`src/include/dma_pkg.sv`:
```
// Shared constants and types for the two-channel peripheral transfer controller
package dma_pkg;

  // Channel and request source counts, select, config and APB address widths
  localparam int CH_NUM = 2;
  localparam int SRC_NUM = 10;
  localparam int SEL_W = 4;
  localparam int CFG_W = 8;
  localparam int APB_AW = 8;

  // Register indices inside a channel, then the config index and index bits; byte address is four times the index
  localparam logic [3:0] REG_ODR = 4'h0;
  localparam logic [3:0] REG_CCR = 4'h1;
  localparam logic [3:0] REG_CER = 4'h2;
  localparam logic [3:0] REG_CSR = 4'h3;
  localparam logic [3:0] REG_SAR = 4'h4;
  localparam logic [3:0] REG_DAR = 4'h8;
  localparam logic [3:0] REG_BCR = 4'hC;
  localparam logic [5:0] IDX_CFG = 6'h20;
  localparam int IDX_CH_BIT = 4;
  localparam int IDX_HI_BIT = 5;

  // Operation definition fields
  localparam int ODR_SAC = 31;
  localparam int ODR_DAC = 30;
  localparam int ODR_PERIPHERAL_REGISTER_SIZE = 28;
  localparam int ODR_TRANSFER_WIDTH = 26;
  localparam int ODR_MEMORY_WIDTH = 25;
  localparam int ODR_BST = 24;
  localparam logic [31:0] ODR_MASK = 32'hFF00_0000;
  localparam logic [1:0] SIZE_WORD = 2'h2;
  localparam logic [1:0] SIZE_BAD = 2'h3;

  // Channel control fields
  localparam int CCR_RST = 23;
  localparam int CCR_ABT = 22;
  localparam int CCR_CEN = 20;
  localparam int CCR_RPL = 19;
  localparam int CCR_ENDEN = 16;

  // Status and error fields
  localparam int CSR_OPC = 0;
  localparam int CSR_ERR = 1;
  localparam int CER_CFG = 0;
  localparam int CER_BUS = 1;
  localparam int CER_ALIGN = 2;
  localparam int CER_W = 3;

  // Transfer step and external source code
  localparam logic [31:0] STEP_BYTES = 32'h0000_0004;
  localparam logic [3:0] SRC_EXT = 4'hA;

  typedef enum logic [2:0] {
    CH_IDLE = 3'b000,
    CH_WAIT = 3'b001,
    CH_READ = 3'b010,
    CH_WRITE = 3'b011,
    CH_ACK = 3'b100
  } chan_state_t;

  typedef struct packed {
    chan_state_t st;
    logic [31:0] operation_definition_register;
    logic channel_enable;
    logic request_polarity;
    logic end_enable;
    logic operation_complete_flag;
    logic err;
    logic [CER_W-1:0] channel_error_register;
    logic [31:0] source_pointer_register;
    logic [31:0] destination_pointer_register;
    logic [31:0] transfer_length_register;
    logic [31:0] data;
    logic ext_act;
  } chan_t;

  typedef struct packed {
    logic req;
    logic write;
    logic [31:0] addr;
    logic [31:0] wdata;
  } sb_req_t;

endpackage : dma_pkg

```
`src/rtl/req_detect.sv`:
```
// Request detector: polarity, edge or level sampling of one channel request
`timescale 1ns/1ps
module req_detect import dma_pkg::*; (
  // Clock and reset
  input wire logic clk,
  input wire logic rst_n,
  // Request path
  input wire logic req_raw,
  input wire logic level_mode,
  input wire logic active_high,
  input wire logic armed,
  input wire logic taken,
  output logic req_seen
);

  typedef struct packed {
    logic prev;
    logic pend;
  } det_t;

  det_t r;
  det_t next_r;
  logic asserted;

  // Pending edge; a new edge in the clearing cycle is kept
  always_comb begin
    asserted = (req_raw == active_high);
    next_r.prev = asserted;
    next_r.pend = r.pend;
    if (taken || !armed) begin
      next_r.pend = 1'b0;
    end
    if (armed && asserted && !r.prev) begin
      next_r.pend = 1'b1;
    end
  end

  always_ff @(posedge clk or negedge rst_n) begin
    if (!rst_n) begin
      r <= '0;
    end else begin
      r <= next_r;
    end
  end

  // Level mode follows the pin, edge mode the pending flag
  assign req_seen = level_mode ? (armed && asserted) : r.pend;

endmodule : req_detect

```
`src/rtl/transfer_controller.sv`:
```
// Two-channel peripheral transfer controller with APB registers and system bus master
//
// Local design decisions: the register addresses and the APB register port.
`timescale 1ns/1ps
module transfer_controller import dma_pkg::*; (
  // Clock and reset
  input wire logic REF_CLK,
  input wire logic RESET_N,
  // APB register slave
  input wire logic PSEL,
  input wire logic PENABLE,
  input wire logic PWRITE,
  input wire logic [APB_AW-1:0] PADDR,
  input wire logic [31:0] PWDATA,
  output logic [31:0] PRDATA,
  output logic PREADY,
  output logic PSLVERR,
  // System bus master
  output sb_req_t SB_OUT,
  input wire logic SB_ACK,
  input wire logic SB_ERR,
  input wire logic [31:0] SB_RDATA,
  // On-chip peripheral requests and acknowledges, indexed by source code
  input wire logic [SRC_NUM-1:0] PERIPH_REQ,
  output logic [SRC_NUM-1:0] PERIPH_ACK,
  // External request pin pair
  input wire logic EXT_REQ,
  output logic EXT_ACK_N,
  // Per-channel interrupts
  output logic [CH_NUM-1:0] CH_INT
);

  typedef struct packed {
    chan_t [CH_NUM-1:0] ch;
    logic [CFG_W-1:0] cfg;
    logic busy;
    logic owner;
    sb_req_t bus;
    logic [1:0] ext_sync;
    logic [31:0] prdata;
    logic [SRC_NUM-1:0] ack;
    logic ext_ack_n;
  } ctl_t;

  ctl_t s;
  ctl_t n;
  logic setup;
  logic access;
  logic mapped;
  logic wr;
  logic [5:0] idx;
  logic [3:0] sel_ch [CH_NUM];
  logic [CH_NUM-1:0] req_in;
  logic [CH_NUM-1:0] seen;
  logic [CH_NUM-1:0] taken;
  logic [CH_NUM-1:0] want;

  // Source-select field of one channel
  function automatic logic [SEL_W-1:0] sel_of(input logic [CFG_W-1:0] cfg, input int c);
    return cfg[c*SEL_W +: SEL_W];
  endfunction : sel_of

  // Request line chosen by a source code
  function automatic logic src_req(input logic [SEL_W-1:0] sel, input logic [SRC_NUM-1:0] per,
                                   input logic ext);
    if (sel < SEL_W'(SRC_NUM)) begin
      return per[sel];
    end
    return (sel == SRC_EXT) && ext;
  endfunction : src_req

  // Register index decode
  function automatic logic reg_mapped(input logic [5:0] i);
    if (i == IDX_CFG) begin
      return 1'b1;
    end
    if (i[IDX_HI_BIT]) begin
      return 1'b0;
    end
    case (i[3:0])
      REG_ODR, REG_CCR, REG_CER, REG_CSR, REG_SAR, REG_DAR, REG_BCR: return 1'b1;
      default: return 1'b0;
    endcase
  endfunction : reg_mapped

  // Settings checked when a channel is armed
  function automatic logic [CER_W-1:0] arm_check(input chan_t ch, input logic [SEL_W-1:0] sel);
    logic [CER_W-1:0] e;
    e = '0;
    e[CER_CFG] = (ch.operation_definition_register[ODR_SAC] == ch.operation_definition_register[ODR_DAC])
              || (ch.operation_definition_register[ODR_PERIPHERAL_REGISTER_SIZE +: 2] == SIZE_BAD)
              || (ch.operation_definition_register[ODR_TRANSFER_WIDTH +: 2] != SIZE_WORD)
              || ch.operation_definition_register[ODR_MEMORY_WIDTH]
              || (sel > SRC_EXT);
    e[CER_ALIGN] = (|ch.transfer_length_register[1:0]) || (ch.transfer_length_register == '0) || (|ch.source_pointer_register[1:0]) || (|ch.destination_pointer_register[1:0]);
    return e;
  endfunction : arm_check

  // APB phases; every access completes without wait states
  assign setup = PSEL && !PENABLE;
  assign access = PSEL && PENABLE;
  assign idx = PADDR[7:2];
  assign mapped = reg_mapped(idx);
  assign wr = access && PWRITE && mapped;
  assign PREADY = access;
  assign PSLVERR = access && !mapped;
  assign PRDATA = s.prdata;

  // Request detection per channel
  for (genvar g = 0; g < CH_NUM; g++) begin : g_det
    assign sel_ch[g] = sel_of(s.cfg, g);
    assign req_in[g] = src_req(sel_ch[g], PERIPH_REQ, s.ext_sync[1]);
    assign taken[g] = (s.ch[g].st == CH_WAIT) && seen[g];
    req_detect u_det (
      .clk(REF_CLK),
      .rst_n(RESET_N),
      .req_raw(req_in[g]),
      .level_mode(s.ch[g].operation_definition_register[ODR_BST]),
      .active_high(s.ch[g].request_polarity),
      .armed(s.ch[g].channel_enable),
      .taken(taken[g]),
      .req_seen(seen[g])
    );
    // Status flags straight out, masking lives in the interrupt controller
    assign CH_INT[g] = s.ch[g].operation_complete_flag || s.ch[g].err;
  end

  // Next-state logic
  always_comb begin
    n = s;
    n.ack = '0;
    n.ext_sync = {s.ext_sync[0], EXT_REQ};
    // Read data captured in the setup phase, so PRDATA is a flop
    if (setup) begin
      n.prdata = '0;
      if (idx == IDX_CFG) begin
        n.prdata[CFG_W-1:0] = s.cfg;
      end else if (mapped) begin
        case (idx[3:0])
          REG_ODR: n.prdata = s.ch[idx[IDX_CH_BIT]].operation_definition_register;
          REG_CCR: begin
            n.prdata[CCR_CEN] = s.ch[idx[IDX_CH_BIT]].channel_enable;
            n.prdata[CCR_RPL] = s.ch[idx[IDX_CH_BIT]].request_polarity;
            n.prdata[CCR_ENDEN] = s.ch[idx[IDX_CH_BIT]].end_enable;
          end
          REG_CER: n.prdata[CER_W-1:0] = s.ch[idx[IDX_CH_BIT]].channel_error_register;
          REG_CSR: begin
            n.prdata[CSR_OPC] = s.ch[idx[IDX_CH_BIT]].operation_complete_flag;
            n.prdata[CSR_ERR] = s.ch[idx[IDX_CH_BIT]].err;
          end
          REG_SAR: n.prdata = s.ch[idx[IDX_CH_BIT]].source_pointer_register;
          REG_DAR: n.prdata = s.ch[idx[IDX_CH_BIT]].destination_pointer_register;
          REG_BCR: n.prdata = s.ch[idx[IDX_CH_BIT]].transfer_length_register;
          default: n.prdata = '0;
        endcase
      end
    end
    if (wr && idx == IDX_CFG) begin
      n.cfg = PWDATA[CFG_W-1:0];
    end
    for (int c = 0; c < CH_NUM; c++) begin
      // Plain register writes
      if (wr && !idx[IDX_HI_BIT] && idx[IDX_CH_BIT] == c[0]) begin
        case (idx[3:0])
          REG_ODR: n.ch[c].operation_definition_register = PWDATA & ODR_MASK;
          REG_SAR: n.ch[c].source_pointer_register = PWDATA;
          REG_DAR: n.ch[c].destination_pointer_register = PWDATA;
          REG_BCR: n.ch[c].transfer_length_register = PWDATA;
          REG_CSR: begin
            n.ch[c].operation_complete_flag = PWDATA[CSR_OPC];
            n.ch[c].err = PWDATA[CSR_ERR];
          end
          REG_CCR: begin
            n.ch[c].request_polarity = PWDATA[CCR_RPL];
            n.ch[c].end_enable = PWDATA[CCR_ENDEN];
            // Arming checks settings once, before any request is honoured
            if (PWDATA[CCR_CEN] && s.ch[c].st == CH_IDLE) begin
              n.ch[c].channel_error_register = arm_check(s.ch[c], sel_ch[c]);
              if (arm_check(s.ch[c], sel_ch[c]) != '0) begin
                n.ch[c].err = 1'b1;
                n.ch[c].channel_enable = 1'b0;
              end else begin
                n.ch[c].channel_enable = 1'b1;
                n.ch[c].st = CH_WAIT;
              end
            end
          end
          default: n.ch[c].channel_error_register = s.ch[c].channel_error_register;
        endcase
      end
      // Channel sequence; hardware sets come after writes so they win
      case (s.ch[c].st)
        CH_IDLE: n.ch[c].ext_act = 1'b0;
        CH_WAIT: begin
          if (seen[c]) begin
            n.ch[c].st = CH_READ;
            if (sel_ch[c] == SRC_EXT) begin
              n.ch[c].ext_act = 1'b1;
            end
          end
        end
        CH_READ, CH_WRITE: begin
          if (s.busy && s.owner == c[0] && SB_ACK) begin
            if (SB_ERR) begin
              n.ch[c].err = 1'b1;
              n.ch[c].channel_error_register[CER_BUS] = 1'b1;
              n.ch[c].channel_enable = 1'b0;
              n.ch[c].ext_act = 1'b0;
              n.ch[c].st = CH_IDLE;
            end else if (s.ch[c].st == CH_READ) begin
              n.ch[c].data = SB_RDATA;
              n.ch[c].st = CH_WRITE;
            end else begin
              if (sel_ch[c] < SEL_W'(SRC_NUM)) begin
                n.ack[sel_ch[c]] = 1'b1;
              end
              n.ch[c].st = CH_ACK;
            end
          end
        end
        CH_ACK: begin
          n.ch[c].transfer_length_register = s.ch[c].transfer_length_register - STEP_BYTES;
          if (s.ch[c].operation_definition_register[ODR_SAC]) begin
            n.ch[c].source_pointer_register = s.ch[c].source_pointer_register + STEP_BYTES;
          end
          if (s.ch[c].operation_definition_register[ODR_DAC]) begin
            n.ch[c].destination_pointer_register = s.ch[c].destination_pointer_register + STEP_BYTES;
          end
          if (s.ch[c].transfer_length_register == STEP_BYTES) begin
            n.ch[c].operation_complete_flag = 1'b1;
            n.ch[c].channel_enable = 1'b0;
            n.ch[c].ext_act = 1'b0;
            n.ch[c].st = CH_IDLE;
          end else begin
            n.ch[c].st = CH_WAIT;
          end
        end
        default: n.ch[c].st = CH_IDLE;
      endcase
      // Stop, abort and software reset override the sequence
      if (wr && !idx[IDX_HI_BIT] && idx[IDX_CH_BIT] == c[0] && idx[3:0] == REG_CCR) begin
        if (PWDATA[CCR_RST]) begin
          n.ch[c] = '0;
        end else if (PWDATA[CCR_ABT] || (!PWDATA[CCR_CEN] && s.ch[c].st != CH_IDLE)) begin
          n.ch[c].st = CH_IDLE;
          n.ch[c].channel_enable = 1'b0;
          n.ch[c].ext_act = 1'b0;
        end
      end
    end
    // Bus demand from the next channel states, kept inside this process to avoid a comb loop
    for (int c = 0; c < CH_NUM; c++) begin
      want[c] = (n.ch[c].st == CH_READ) || (n.ch[c].st == CH_WRITE);
    end
    // Bus ownership: a finished or abandoned cycle frees the bus
    if (s.busy && (SB_ACK || !want[s.owner])) begin
      n.busy = 1'b0;
    end
    // Arbitrated only while the bus is free, so channel 0 goes first when both want it
    if (!s.busy && |want) begin
      n.busy = 1'b1;
      n.owner = !want[0];
      n.bus.write = n.ch[!want[0]].st == CH_WRITE;
      n.bus.addr = n.bus.write ? n.ch[!want[0]].destination_pointer_register : n.ch[!want[0]].source_pointer_register;
      n.bus.wdata = n.ch[!want[0]].data;
    end
    n.bus.req = n.busy;
    n.ext_ack_n = !(n.ch[0].ext_act || n.ch[1].ext_act);
  end

  always_ff @(posedge REF_CLK or negedge RESET_N) begin
    if (!RESET_N) begin
      s <= '0;
      s.ext_ack_n <= 1'b1;
    end else begin
      s <= n;
    end
  end

  // Outputs straight from flops
  assign SB_OUT = s.bus;
  assign PERIPH_ACK = s.ack;
  assign EXT_ACK_N = s.ext_ack_n;

  logic ccr0_wr;
  assign ccr0_wr = wr && idx == {2'b00, REG_CCR};
endmodule : transfer_controller

```
`config.mk`:
```
export PLATFORM = sky130hd
export DESIGN_NAME = transfer_controller
export DESIGN_NICKNAME = d
export VERILOG_FILES = /design/src/include/dma_pkg.sv /design/src/rtl/req_detect.sv /design/src/rtl/transfer_controller.sv
export SDC_FILE = /design/constraint.sdc
export NUM_CORES = 1
export LEC_CHECK = 0
export BUFFER_PORTS_ARGS = -buffer_cell sky130_fd_sc_hd__buf_4
export CAP_MARGIN = 20
export CELL_PAD_IN_SITES_DETAIL_PLACEMENT = 0
export CELL_PAD_IN_SITES_GLOBAL_PLACEMENT = 1
export CORE_MARGIN = 2
export CORE_UTILIZATION = 49
export CTS_BUF_LIST = sky130_fd_sc_hd__clkbuf_8
export CTS_CLUSTER_SIZE = 20
export DETAILED_ROUTE_END_ITERATION = 8
export GPL_TIMING_DRIVEN = 0
export PLACE_DENSITY = 0.88
export SYNTH_ARGS = -nofsm -noshare
export SYNTH_HDL_FRONTEND = slang
export SYNTH_SLANG_ARGS = --single-unit
```
`constraint.sdc`:
```
create_clock -name REF_CLK -period 3 [get_ports REF_CLK]
set_input_delay 0.3 -clock REF_CLK [delete_from_list [all_inputs] [get_ports REF_CLK]]
set_output_delay 0.3 -clock REF_CLK [all_outputs]
set_load 0.01 [all_outputs]
```
# == Yosys cells after proc, flatten, opt, wreduce, memory -nomap -nowiden ==
# Index checks and enable logic that the tools add are counted.
# op_classes
addsub,6
order_cmp,11
eq_ne,32
muxes,167
n_bitwise,3
reduce_logical,89
# ops
op,count
$mux W32,22
$mux W172,4
$mux W169,2
$mux W139,2
$mux W135,2
$mux W96,2
$add A32 B3 Y32 const B,4
$mux W10,10
$mux W1,75
$mux W3,22
$mux W33,2
$eq A32 B3 Y1 const B,2
$logic_not A32 Y1,2
$sub A32 B3 Y32 const B,2
$pmux W13 S4,1
$pmux W11 S4,1
$logic_and A1 B1 Y1,31
$eq A3 B2 Y1 const B,9
$logic_or A1 B1 Y1,24
$mux W24,1
$pmux W3 S4,2
$reduce_or A2 Y1,9
$eq A4 B4 Y1 const B,4
$logic_not A1 Y1,12
other kinds (32),61
# word_totals
reg_bits,468
input_bits,90
out_inout_bits,113
wordCells,348

# == Logic depth before layout (Yosys ltp) ==
# Gate-level depths: netlist of the first run.
# logic_depth
word_depth,25
mapped_depth,12
depth_no_buf,9

# == Cells and area by module ==
# Synthesis of the first run repeated with hierarchy kept, for this count alone.
# hier_totals
cells_unflattened,2829
area_unflattened_um2,26360.3
# by_module_without_submodules
mod,instances,cells_each,area_each_um2,seq_area_each_um2
transfer_controller,1,2809,26170.1,11612.4
req_detect,2,10,95.1,50.0

# == Least setup slack after synthesis of the first run ==
# OpenSTA, ideal clock, no wires.
# synth_path
path_type,reg2reg
start,register s[353] (netlist bit)
end,register s (netlist bit SB_OUT[55])
setup_ps,142
arrival_ps,2446
required_time_ps,2858
slack_ps,412
path_stages_with_launch,10
n_path_buf,1
period_less_slack_ps,2588
cell_sequence,dfrtp_1 -> or3_4 -> or3_4 -> or4_4 -> or4b_1 -> o211a_4 -> nor2_8 -> buf_12 -> mux2i_1 -> o221ai_1
# synth_via
elab_chain_len,18
# synth_rtl
item,line,rtl
start: declaration,transfer_controller.sv:45,ctl_t s;
start signal: assignment,transfer_controller.sv:276,s <= n;
$logic_not A32 Y1,transfer_controller.sv:95,e[CER_ALIGN] = (|ch.transfer_length_register[1:0]) || (ch.transfer_length_register == '0) || (|ch.source_point ...
$logic_or A1 B1 Y1 (3 in series),transfer_controller.sv:95,
$reduce_bool A2 Y1,transfer_controller.sv:179,"if (arm_check(s.ch[c], sel_ch[c]) != '0) begin"
$mux W3,transfer_controller.sv:179,
$mux W3,transfer_controller.sv:177,if (PWDATA[CCR_CEN] && s.ch[c].st == CH_IDLE) begin
$mux W3,transfer_controller.sv:164,case (idx[3:0])
$mux W139,transfer_controller.sv:163,if (wr && !idx[IDX_HI_BIT] && idx[IDX_CH_BIT] == c[0]) begin
$mux W3 (on tied branches),"transfer_controller.sv:203, transfer_controller.sv:195",
$pmux W3 S4 *,transfer_controller.sv:192,case (s.ch[c].st)
$mux W3,transfer_controller.sv:244,end else if (PWDATA[CCR_ABT] || (!PWDATA[CCR_CEN] && s.ch[c].st != CH_IDLE)) begin
$mux W3,transfer_controller.sv:242,if (PWDATA[CCR_RST]) begin
$mux W172 *,transfer_controller.sv:241,if (wr && !idx[IDX_HI_BIT] && idx[IDX_CH_BIT] == c[0] && idx[3:0] == REG_CCR) begin
$mux W172 / $eq A3 B2 Y1 (equally long branches),--,
$mux W172 / $logic_or A1 B1 Y1 (equally long branches),--,
$eq A3 B2 Y1 / $reduce_or A2 Y1 (equally long branches),"transfer_controller.sv:263, transfer_controller.sv:260",
$mux W32 / $logic_and A1 B1 Y1 (equally long branches),"transfer_controller.sv:264, transfer_controller.sv:260",
# Every way passes the cells marked *; elsewhere a longest branch is shown, timed or not. The select of a mux whose other input is x is not followed.
# A chain may end at the register's enable or synchronous reset.

# == Final worst setup path of the first run ==
# layout_path
start,register s[181] (netlist bit)
end,register s (netlist bit SB_OUT[54])
# layout_via
elab_chain_len,20
# layout_rtl
item,line,rtl
$logic_not A32 Y1,transfer_controller.sv:95,
$logic_or A1 B1 Y1 (3 in series),transfer_controller.sv:95,
$reduce_bool A2 Y1,transfer_controller.sv:179,
$mux W3,transfer_controller.sv:179,
$mux W3,transfer_controller.sv:177,
$mux W3,transfer_controller.sv:164,
$mux W139,transfer_controller.sv:163,
$mux W3 (on tied branches),"transfer_controller.sv:203, transfer_controller.sv:195",
$pmux W3 S4 *,transfer_controller.sv:192,
$mux W3,transfer_controller.sv:244,
$mux W3,transfer_controller.sv:242,
$mux W172 *,transfer_controller.sv:241,
$eq A3 B2 Y1,transfer_controller.sv:253,want[c] = (n.ch[c].st == CH_READ) || (n.ch[c].st == CH_WRITE);
$logic_or A1 B1 Y1,transfer_controller.sv:253,
$mux W172 (2 in series),--,
$eq A3 B2 Y1,transfer_controller.sv:263,n.bus.write = n.ch[!want[0]].st == CH_WRITE;
$mux W32,transfer_controller.sv:264,n.bus.addr = n.bus.write ? n.ch[!want[0]].destination_pointer_register : n.ch[!want[0]].source_pointer_registe ...
# Marked as above.

==> impl_metrics.xml, run 1 <==
<?xml version="1.0" encoding="UTF-8"?>
<metrics>
  <group name="clocking">
    <metric name="htree_levels" unit="">3</metric>
    <metric name="cts.root.buffer_cell" unit="">sky130_fd_sc_hd__clkbuf_8</metric>
    <metric name="clock-sinks" unit="">468</metric>
    <metric name="insertion_delay_to_the_later_sink_of_the_worst_skew_pair" unit="ps">710</metric>
    <metric name="cts_tree" unit="">done</metric>
    <metric name="clock_buffer_count_from_cts" unit="">84</metric>
    <metric name="cts_max_path_buffers" unit="">3</metric>
    <metric name="reg_clk_slew_reported_paths" unit="ps">70</metric>
  </group>
  <group name="pwr">
    <metric name="maximum_vdd_ir_drop" unit="mV">0.516</metric>
    <metric name="p_leak" unit="nW">14.6</metric>
    <metric name="cellPowerDensity" unit="mW/mm^2">608</metric>
  </group>
  <group name="die">
    <metric name="design.core.area" unit="sq mm">0.0536</metric>
    <metric name="dieWidth" unit="microns">236</metric>
    <metric name="initial_utilization" unit="">0.493</metric>
    <metric name="die_h" unit="microns">236</metric>
    <metric name="top_level_port_count" unit="">203</metric>
    <metric name="area_of_the_die" unit="sq mm">0.0558</metric>
    <metric name="placementRows" unit="">85</metric>
  </group>
  <group name="logic_synthesis">
    <metric name="yosysSeqAreaShare" unit="">0.443</metric>
    <metric name="synth_top_cells_by_area" unit="">sky130_fd_sc_hd__dfrtp_1 44%, sky130_fd_sc_hd__nand2_1 5.8%, sky130_fd_sc_hd__mux2i_1 5.8%</metric>
    <metric name="post_synthesis_sequential_element_count" unit="">468</metric>
    <metric name="post_synthesis_xor_xnor_area_fraction" unit="">0.00199</metric>
    <metric name="netlist_top_cells_count" unit="">467 x sky130_fd_sc_hd__dfrtp_1, 411 x sky130_fd_sc_hd__nand2_1, 219 x sky130_fd_sc_hd__nor2_1, 199 x sky130_fd_sc_hd__a21oi_1, 155 x sky130_fd_sc_hd__o21ai_0</metric>
    <metric name="synthesis.area" unit="sq mm">0.0264</metric>
    <metric name="synth-compound-area-share" unit="">0.166</metric>
    <metric name="yosys.cell_count.top_type" unit="">sky130_fd_sc_hd__dfrtp_1</metric>
    <metric name="synth_edf_count" unit="">0</metric>
    <metric name="avgSynthCellArea" unit="sq um">9.35</metric>
    <metric name="synth.top_cell.area_share" unit="">0.442</metric>
    <metric name="synth_top_family_by_area" unit="">simple AND/OR/NAND/NOR gates</metric>
    <metric name="area_leader_netlist" unit="">sky130_fd_sc_hd__dfrtp_1</metric>
    <metric name="synthesis.yosys.warnings" unit="">0</metric>
    <metric name="synth_fa_ha_area_frac" unit="">0.00426</metric>
    <metric name="synth_cell_types" unit="">105</metric>
    <metric name="synth.mux.area_fraction" unit="">0.116</metric>
    <metric name="async_flop_share" unit="">1.00</metric>
    <metric name="dominantRegCellSynth" unit="">sky130_fd_sc_hd__dfrtp_1</metric>
    <metric name="synth-simple-area-share" unit="">0.201</metric>
    <metric name="syn-instance-count" unit="">2826</metric>
    <metric name="syn-num-nets" unit="">2925</metric>
  </group>
  <group name="global_route">
    <metric name="globalRouteTotalUtil" unit="">0.396</metric>
    <metric name="grt_remaining_overflow" unit="">0</metric>
    <metric name="antenna_found_initial" unit="">4</metric>
    <metric name="grt_busiest_layer" unit="">met2</metric>
    <metric name="vias_in_the_first_global_route" unit="">24400</metric>
    <metric name="grt_pass1_wl" unit="microns">162000</metric>
    <metric name="gr-usage-met2" unit="">0.592</metric>
    <metric name="gr-usage-met3" unit="">0.100</metric>
    <metric name="groute.layer.met1.usage" unit="">0.545</metric>
    <metric name="grt_start_max_net_pins" unit="">104</metric>
  </group>
  <group name="finish">
    <metric name="syn2layout_area_growth" unit="%">24.5</metric>
    <metric name="final_area" unit="sq mm">0.0329</metric>
    <metric name="sequential_cell_area" unit="sq mm">0.0117</metric>
    <metric name="final_nets" unit="">3312</metric>
    <metric name="nFillCells" unit="">4643</metric>
    <metric name="multi_input_comb_area" unit="sq mm">0.0139</metric>
    <metric name="utilization" unit="">0.613</metric>
    <metric name="drive_gt1_frac" unit="">0.250</metric>
  </group>
  <group name="critical_path">
    <metric name="cp_max_fo" unit="">6</metric>
    <metric name="worstPathArrival" unit="ps">3750</metric>
    <metric name="cp_data_required_time" unit="ps">3550</metric>
    <metric name="end_kind" unit="">flip-flop</metric>
    <metric name="timing_worst_setup_path_type" unit="">flip-flop to flip-flop</metric>
    <metric name="start_kind" unit="">flip-flop</metric>
  </group>
  <group name="sta">
    <metric name="final_hold_vio_count" unit="">0</metric>
    <metric name="worst_slack" unit="ps">-198</metric>
    <metric name="min_period" unit="ps">3200</metric>
    <metric name="skew" unit="ps">48.1</metric>
    <metric name="rsz_0062_raised_after_global_routing" unit="">yes</metric>
    <metric name="timing.fmax" unit="MHz">313</metric>
    <metric name="fin_crit_sh" unit="">1.07</metric>
    <metric name="slew_headroom" unit="">0.212</metric>
    <metric name="setup_viol" unit="">50</metric>
    <metric name="slew_violations" unit="">0</metric>
    <metric name="worst_margin_pin_slew" unit="ps">1170</metric>
  </group>
  <group name="placement">
    <metric name="placed_cell_area" unit="sq mm">0.0289</metric>
    <metric name="dp.final_hpwl" unit="microns">84200</metric>
    <metric name="placement.io_buffers" unit="">190</metric>
    <metric name="routabilityCongestion" unit="">1.04</metric>
  </group>
  <group name="drt">
    <metric name="vias_per_cell" unit="">6.43</metric>
    <metric name="drt-wirelength-per-cell" unit="microns">28.1</metric>
    <metric name="routed-via-count" unit="">25600</metric>
    <metric name="drtPass1Iterations" unit="">8</metric>
    <metric name="route.antenna.remaining_nets" unit="">0</metric>
    <metric name="drt_iter0_drc" unit="">3268</metric>
    <metric name="detail_route.drc_violations" unit="">0</metric>
    <metric name="wirelength" unit="microns">112000</metric>
  </group>
  <group name="flow_run">
    <metric name="max_cap_violations" unit="">0</metric>
  </group>
  <group name="run_status">
    <metric name="failed_checks" unit="">negative setup slack</metric>
    <metric name="status" unit="">finished with violations</metric>
  </group>
  <group name="hold_path">
    <metric name="worst_hold_path_type" unit="">primary input to flip-flop</metric>
  </group>
</metrics>
state kept, by name, indices dropped and copies added, names as in the netlist:
| name | count |
|---|---|
| n | 1 |
| g_det.u_det.r | 4 |
| s | 354 |
| PRDATA | 32 |
| PERIPH_ACK | 10 |
| EXT_ACK_N | 1 |
| SB_OUT | 66 |
layer usage:
layer / vias to the layer above / wire (microns)
met1: 12600 / 44200
met5: - / 0
met3: 255 / 13700
met4: 0 / 5130
li1: 11000 / -
met2: 1669 / 48700
power by group:
part	total, W	switching [W]	internal [W]	leakage, nW
Clock	0.00657	0.00292	0.00365	1.02
Combinational	0.00556	0.00292	0.00264	7.35
Sequential	0.00785	0.000755	0.00710	6.21
Total	0.0200	0.00659	0.0134	14.6
worst paths after layout:
path,depth (start not counted),end,start,slack (ps)
setup / recovery,12,SB_OUT[54],s[181],-200
hold / removal,3,s[169],PWDATA[15],40
setup reg to reg,12,SB_OUT[54],s[181],-200
hold reg to reg,0,s[44],n[44],350
max in group asynchronous,4,PERIPH_ACK[9],RESET_N,1400
min in group asynchronous,2,SB_OUT[45],RESET_N,190
critical path, stage by stage, from the launching register on:
cell                       delay [ps]
sky130_fd_sc_hd__dfrtp_2          440
sky130_fd_sc_hd__or4_4            500
sky130_fd_sc_hd__or2_4            280
sky130_fd_sc_hd__nor4_4           280
sky130_fd_sc_hd__buf_4            180
sky130_fd_sc_hd__a21oi_4           60
sky130_fd_sc_hd__o211ai_1         190
sky130_fd_sc_hd__o22a_1           270
sky130_fd_sc_hd__buf_12           190
sky130_fd_sc_hd__buf_12           130
sky130_fd_sc_hd__buf_16           130
sky130_fd_sc_hd__mux2i_4          290
sky130_fd_sc_hd__o221ai_2         120
repair_timing:
| action | CTS | global route |
|---|---|---|
| hold buffers | 57 | 0 |
| setup endpoints to repair | 272 | 123 |
| setup buffers | 43 | 3 |
| gates resized for setup | 200 | 63 |
| pin swaps | 31 | 19 |
| endpoints found under the hold margin | 192 | 0 |
| gates cloned | 7 | 0 |
area by class of cell:
type / count / share of cell area
multi-input combinational: 2029 / 0.422
sequential: 468 / 0.357
timing repair buffer: 305 / 0.0820
buffer: 288 / 0.0533
clock buffer: 114 / 0.0477
tap: 696 / 0.0265
clock inverter: 35 / 0.00772
inverter: 37 / 0.00422
antenna: 3 / 0.000228
placed cells by master (no fill, tap or decap), types with 10 or more instances in the layout:
cell type / Yosys / layout
sky130_fd_sc_hd__dfrtp_1: 467 / 455
sky130_fd_sc_hd__nand2_1: 411 / 408
sky130_fd_sc_hd__buf_4: 116 / 340
sky130_fd_sc_hd__nor2_1: 219 / 214
sky130_fd_sc_hd__a21oi_1: 199 / 198
sky130_fd_sc_hd__o21ai_0: 155 / 155
sky130_fd_sc_hd__mux2i_1: 153 / 120
sky130_fd_sc_hd__clkbuf_8: 0 / 116
sky130_fd_sc_hd__nor3_1: 107 / 100
sky130_fd_sc_hd__clkbuf_1: 115 / 84
sky130_fd_sc_hd__and3_1: 69 / 68
sky130_fd_sc_hd__nand3_1: 65 / 63
sky130_fd_sc_hd__mux4_2: 57 / 57
sky130_fd_sc_hd__dlygate4sd3_1: 0 / 57
sky130_fd_sc_hd__inv_1: 35 / 56
sky130_fd_sc_hd__a211oi_1: 56 / 49
sky130_fd_sc_hd__and2_1: 43 / 43
sky130_fd_sc_hd__buf_2: 34 / 36
sky130_fd_sc_hd__o21ai_1: 32 / 32
sky130_fd_sc_hd__clkbuf_2: 0 / 30
sky130_fd_sc_hd__mux2i_4: 0 / 30
sky130_fd_sc_hd__a221oi_1: 28 / 28
sky130_fd_sc_hd__a31oi_1: 26 / 26
sky130_fd_sc_hd__o221ai_2: 0 / 26
sky130_fd_sc_hd__nand4_1: 25 / 25
sky130_fd_sc_hd__o211ai_1: 22 / 22
sky130_fd_sc_hd__nand2b_1: 21 / 21
sky130_fd_sc_hd__a311oi_1: 21 / 21
sky130_fd_sc_hd__or3_1: 23 / 19
sky130_fd_sc_hd__o22ai_1: 19 / 18
sky130_fd_sc_hd__mux2_2: 17 / 16
sky130_fd_sc_hd__nor4_1: 28 / 16
sky130_fd_sc_hd__o221ai_1: 42 / 16
sky130_fd_sc_hd__or2_2: 13 / 13
sky130_fd_sc_hd__dfrtp_2: 0 / 12
sky130_fd_sc_hd__buf_6: 1 / 11
sky130_fd_sc_hd__nor4_2: 1 / 10
sky130_fd_sc_hd__and4_1: 10 / 10
through the flow:
stage               std cells  total power [W]  setup WS [ps]  hold WS [ps]   TNS, ps
finish                   3975           0.0200           -198          37.9     -4860
global route             3973           0.0207           -260          37.1     -6430
CTS                      3972           0.0198          -97.8          3.28     -1200
detailed placement       3719           0.0124          -1440           330   -277560
global placement         3712           0.0122          -3350           333  -1820450
floorplan                2826           0.0105            412          4.41         0
logic make-up (layout without fill, tap and decap cells):
kind of cell,count (synthesis),after routing
multiplexers,230,230
AO/OA/AOI/OAI,685,685
XOR/XNOR,6,6
other,0,3
buffers and inverters,330,779
adder cells (fa/ha/maj),9,9
flip-flops,468,468
AND/OR/NAND/NOR,1098,1099
(Power assumes the default switching activity.)
==> run 2: changes to the inputs <==
--- a/config.mk
+++ b/config.mk
@@ -7,10 +7,8 @@
 export LEC_CHECK = 0
 export BUFFER_PORTS_ARGS = -buffer_cell sky130_fd_sc_hd__buf_4
 export CAP_MARGIN = 20
-export CELL_PAD_IN_SITES_DETAIL_PLACEMENT = 0
-export CELL_PAD_IN_SITES_GLOBAL_PLACEMENT = 1
 export CORE_MARGIN = 2
-export CORE_UTILIZATION = 49
+export CORE_UTILIZATION = 63
 export CTS_BUF_LIST = sky130_fd_sc_hd__clkbuf_8
 export CTS_CLUSTER_SIZE = 20
 export DETAILED_ROUTE_END_ITERATION = 8
==> run 2 against run 1 <==
The flow still finishes with violations (negative setup slack). Largest cell class unchanged. Utilization rose by 17 points. Wire length rose by 1.4%. Die area fell by 22%. Sequential power rose by 1%.
==> impl_metrics.xml, run 2 (synthesized netlist as in run 1, its figures left out) <==
<?xml version="1.0" encoding="UTF-8"?>
<metrics>
  <group name="sta">
    <metric name="setup_viol" unit="">71</metric>
    <metric name="timing.fmax" unit="MHz">318</metric>
    <metric name="min_period" unit="ps">3150</metric>
    <metric name="worst_margin_pin_slew" unit="ps">1240</metric>
    <metric name="whs" unit="ps">30.4</metric>
    <metric name="final_hold_vio_count" unit="">0</metric>
    <metric name="slew_violations" unit="">0</metric>
    <metric name="slew_headroom" unit="">0.172</metric>
    <metric name="skew" unit="ps">25.5</metric>
    <metric name="worst_slack" unit="ps">-149</metric>
    <metric name="rsz_0062_raised_after_global_routing" unit="">yes</metric>
    <metric name="fin_crit_sh" unit="">1.05</metric>
    <metric name="final_sum_of_negative_setup_slack" unit="ps">-3410</metric>
  </group>
  <group name="drt">
    <metric name="drt-wirelength-per-cell" unit="microns">29.7</metric>
    <metric name="wirelength" unit="microns">113000</metric>
    <metric name="route.antenna.remaining_nets" unit="">0</metric>
    <metric name="drt_iter0_drc" unit="">4498</metric>
    <metric name="drtPass1Iterations" unit="">8</metric>
    <metric name="routed-via-count" unit="">27000</metric>
    <metric name="detail_route.drc_violations" unit="">0</metric>
    <metric name="vias_per_cell" unit="">7.07</metric>
  </group>
  <group name="run_status">
    <metric name="status" unit="">finished with violations</metric>
    <metric name="failed_checks" unit="">negative setup slack</metric>
  </group>
  <group name="die">
    <metric name="design.core.area" unit="sq mm">0.0417</metric>
    <metric name="placementRows" unit="">75</metric>
    <metric name="initial_utilization" unit="">0.634</metric>
    <metric name="top_level_port_count" unit="">203</metric>
    <metric name="die_h" unit="microns">209</metric>
    <metric name="area_of_the_die" unit="sq mm">0.0436</metric>
    <metric name="dieWidth" unit="microns">209</metric>
  </group>
  <group name="finish">
    <metric name="largest_reg_flops" unit="">354</metric>
    <metric name="final_cell_count_without_fillers" unit="">3815</metric>
    <metric name="layout.cells.most_common" unit="">sky130_fd_sc_hd__dfrtp_1</metric>
    <metric name="final_area" unit="sq mm">0.0326</metric>
    <metric name="most-common-layout-cells" unit="">452 x sky130_fd_sc_hd__dfrtp_1, 408 x sky130_fd_sc_hd__nand2_1, 351 x sky130_fd_sc_hd__buf_4</metric>
    <metric name="drive_gt1_frac" unit="">0.251</metric>
    <metric name="final_nets" unit="">3315</metric>
    <metric name="top_reg_by_flops" unit="">s</metric>
    <metric name="utilization" unit="">0.782</metric>
    <metric name="syn2layout_area_growth" unit="%">23.4</metric>
  </group>
  <group name="critical_path">
    <metric name="timing_worst_setup_path_type" unit="">flip-flop to flip-flop</metric>
    <metric name="cp_max_fo" unit="">10</metric>
    <metric name="r2r_slack" unit="ps">-150</metric>
    <metric name="end_kind" unit="">flip-flop</metric>
    <metric name="start_kind" unit="">flip-flop</metric>
    <metric name="worstRegToRegCells" unit="">10</metric>
    <metric name="reg2reg_from" unit="">s[289]</metric>
    <metric name="worstPathArrival" unit="ps">3730</metric>
    <metric name="cp_data_required_time" unit="ps">3580</metric>
    <metric name="crit-reg2reg-capture" unit="">SB_OUT[59]</metric>
  </group>
  <group name="clocking">
    <metric name="htree_levels" unit="">3</metric>
    <metric name="cts_tree" unit="">done</metric>
    <metric name="reg_clk_slew_reported_paths" unit="ps">60</metric>
    <metric name="cts_max_path_buffers" unit="">3</metric>
    <metric name="clock-sinks" unit="">468</metric>
    <metric name="clock_buffer_count_from_cts" unit="">81</metric>
    <metric name="insertion_delay_to_the_later_sink_of_the_worst_skew_pair" unit="ps">690</metric>
    <metric name="cts.root.buffer_cell" unit="">sky130_fd_sc_hd__clkbuf_8</metric>
  </group>
  <group name="pwr">
    <metric name="maximum_vdd_ir_drop" unit="mV">0.625</metric>
    <metric name="p_int" unit="W">0.0130</metric>
    <metric name="cellPowerDensity" unit="mW/mm^2">606</metric>
    <metric name="clkPwrFrac" unit="">0.306</metric>
    <metric name="power.switching" unit="W">0.00677</metric>
    <metric name="power_frac_comb" unit="">0.292</metric>
    <metric name="power.share.switching" unit="">0.343</metric>
    <metric name="seq_power_share" unit="">0.402</metric>
    <metric name="p_leak" unit="nW">14.5</metric>
  </group>
  <group name="placement">
    <metric name="placed_insts" unit="">3562</metric>
    <metric name="placement.io_buffers" unit="">190</metric>
    <metric name="dp.final_hpwl" unit="microns">80200</metric>
    <metric name="placed_cell_area" unit="sq mm">0.0287</metric>
    <metric name="routabilityCongestion" unit="">1.12</metric>
  </group>
  <group name="global_route">
    <metric name="grt_start_max_net_pins" unit="">127</metric>
    <metric name="grt_pass1_wl" unit="microns">162000</metric>
    <metric name="gr-usage-met3" unit="">0.216</metric>
    <metric name="antenna_found_initial" unit="">3</metric>
    <metric name="vias_in_the_first_global_route" unit="">25800</metric>
    <metric name="grt_busiest_layer" unit="">met2</metric>
    <metric name="gr-usage-met2" unit="">0.737</metric>
    <metric name="globalRouteTotalUtil" unit="">0.507</metric>
    <metric name="groute.layer.met1.usage" unit="">0.643</metric>
    <metric name="grt_remaining_overflow" unit="">0</metric>
  </group>
  <group name="flow_run">
    <metric name="max_cap_violations" unit="">0</metric>
  </group>
  <group name="hold_path">
    <metric name="worst_hold_path_type" unit="">primary input to async pin</metric>
  </group>
</metrics>
[run 2: cell types whose count changed in the layout (fill, tap and decap cells not counted), moves of 4 or more]
cell / before / now
sky130_fd_sc_hd__buf_1: 9 / 16
sky130_fd_sc_hd__buf_4: 340 / 351
sky130_fd_sc_hd__clkbuf_2: 30 / 23
sky130_fd_sc_hd__clkbuf_8: 116 / 104
sky130_fd_sc_hd__o221ai_1: 16 / 12
sky130_fd_sc_hd__o221ai_2: 26 / 30
[run 2: layout make-up]
type / count / area [sq um]
Timing Repair Buffer: 313 / 2710
Buffer: 287 / 1770
Antenna cell: 2 / 5.00
Multi-Input combinational cell: 2028 / 13900
Clock inverter: 37 / 199
Clock buffer: 104 / 1430
Sequential cell: 468 / 11700
Tap cell: 539 / 674
Inverter: 37 / 139
Fill cell: 2642 / 9070
[run 2: per-layer routing]
metal	up-vias	wire length, microns
met3	556	19200
met2	2564	48100
met5	-	26
li1	11000	-
met4	4	7510
met1	12800	38300
[run 2: power groups by stage]
stage	clock (W)	sequential [W]	combinational, W
final	0.00605	0.00794	0.00577
after global routing	0.00630	0.00795	0.00603
after CTS	0.00597	0.00781	0.00551
after detailed placement	0	0.00789	0.00441
after global placement	0	0.00786	0.00426
after floorplan	0	0.00759	0.00286
[run 2: worst max path at each step]
stage | end | from
6_report | SB_OUT[59] | s[289]
4_1_cts | SB_OUT[37] | s[167]
3_3_place_gp | PERIPH_ACK[6] | RESET_N
2_1_floorplan | SB_OUT[55] | s[353]
3_5_place_dp | s[460] | PADDR[7]
5_1_grt | SB_OUT[57] | s[113]
[run 2: critical path: stages (launching register included)]
cell and delay, ps:
sky130_fd_sc_hd__dfrtp_2 460, sky130_fd_sc_hd__nor4bb_4 520, sky130_fd_sc_hd__buf_4 240, sky130_fd_sc_hd__nand4_1 230, sky130_fd_sc_hd__nor3_4 340, sky130_fd_sc_hd__buf_4 220
sky130_fd_sc_hd__and2b_2 210, sky130_fd_sc_hd__a211oi_1 100, sky130_fd_sc_hd__a211oi_2 360, sky130_fd_sc_hd__mux2i_4 170, sky130_fd_sc_hd__o221ai_2 200
[run 2: per-stage QoR]
step / worst slack [ps] / power, W
2_1_floorplan: 412 / 0.0105
3_3_place_gp: -3100 / 0.0121
3_5_place_dp: -1300 / 0.0123
4_1_cts: -99.7 / 0.0193
5_1_grt: -156 / 0.0203
6_report: -149 / 0.0198
[run 2: repair_timing]
item,in CTS,in global routing
endpoints found under the hold margin,363,0
cloned,4,1
resized for setup,186,94
setup buffers,31,27
hold buffers,56,0
setup endpoints to repair,228,127
pin swaps,36,33
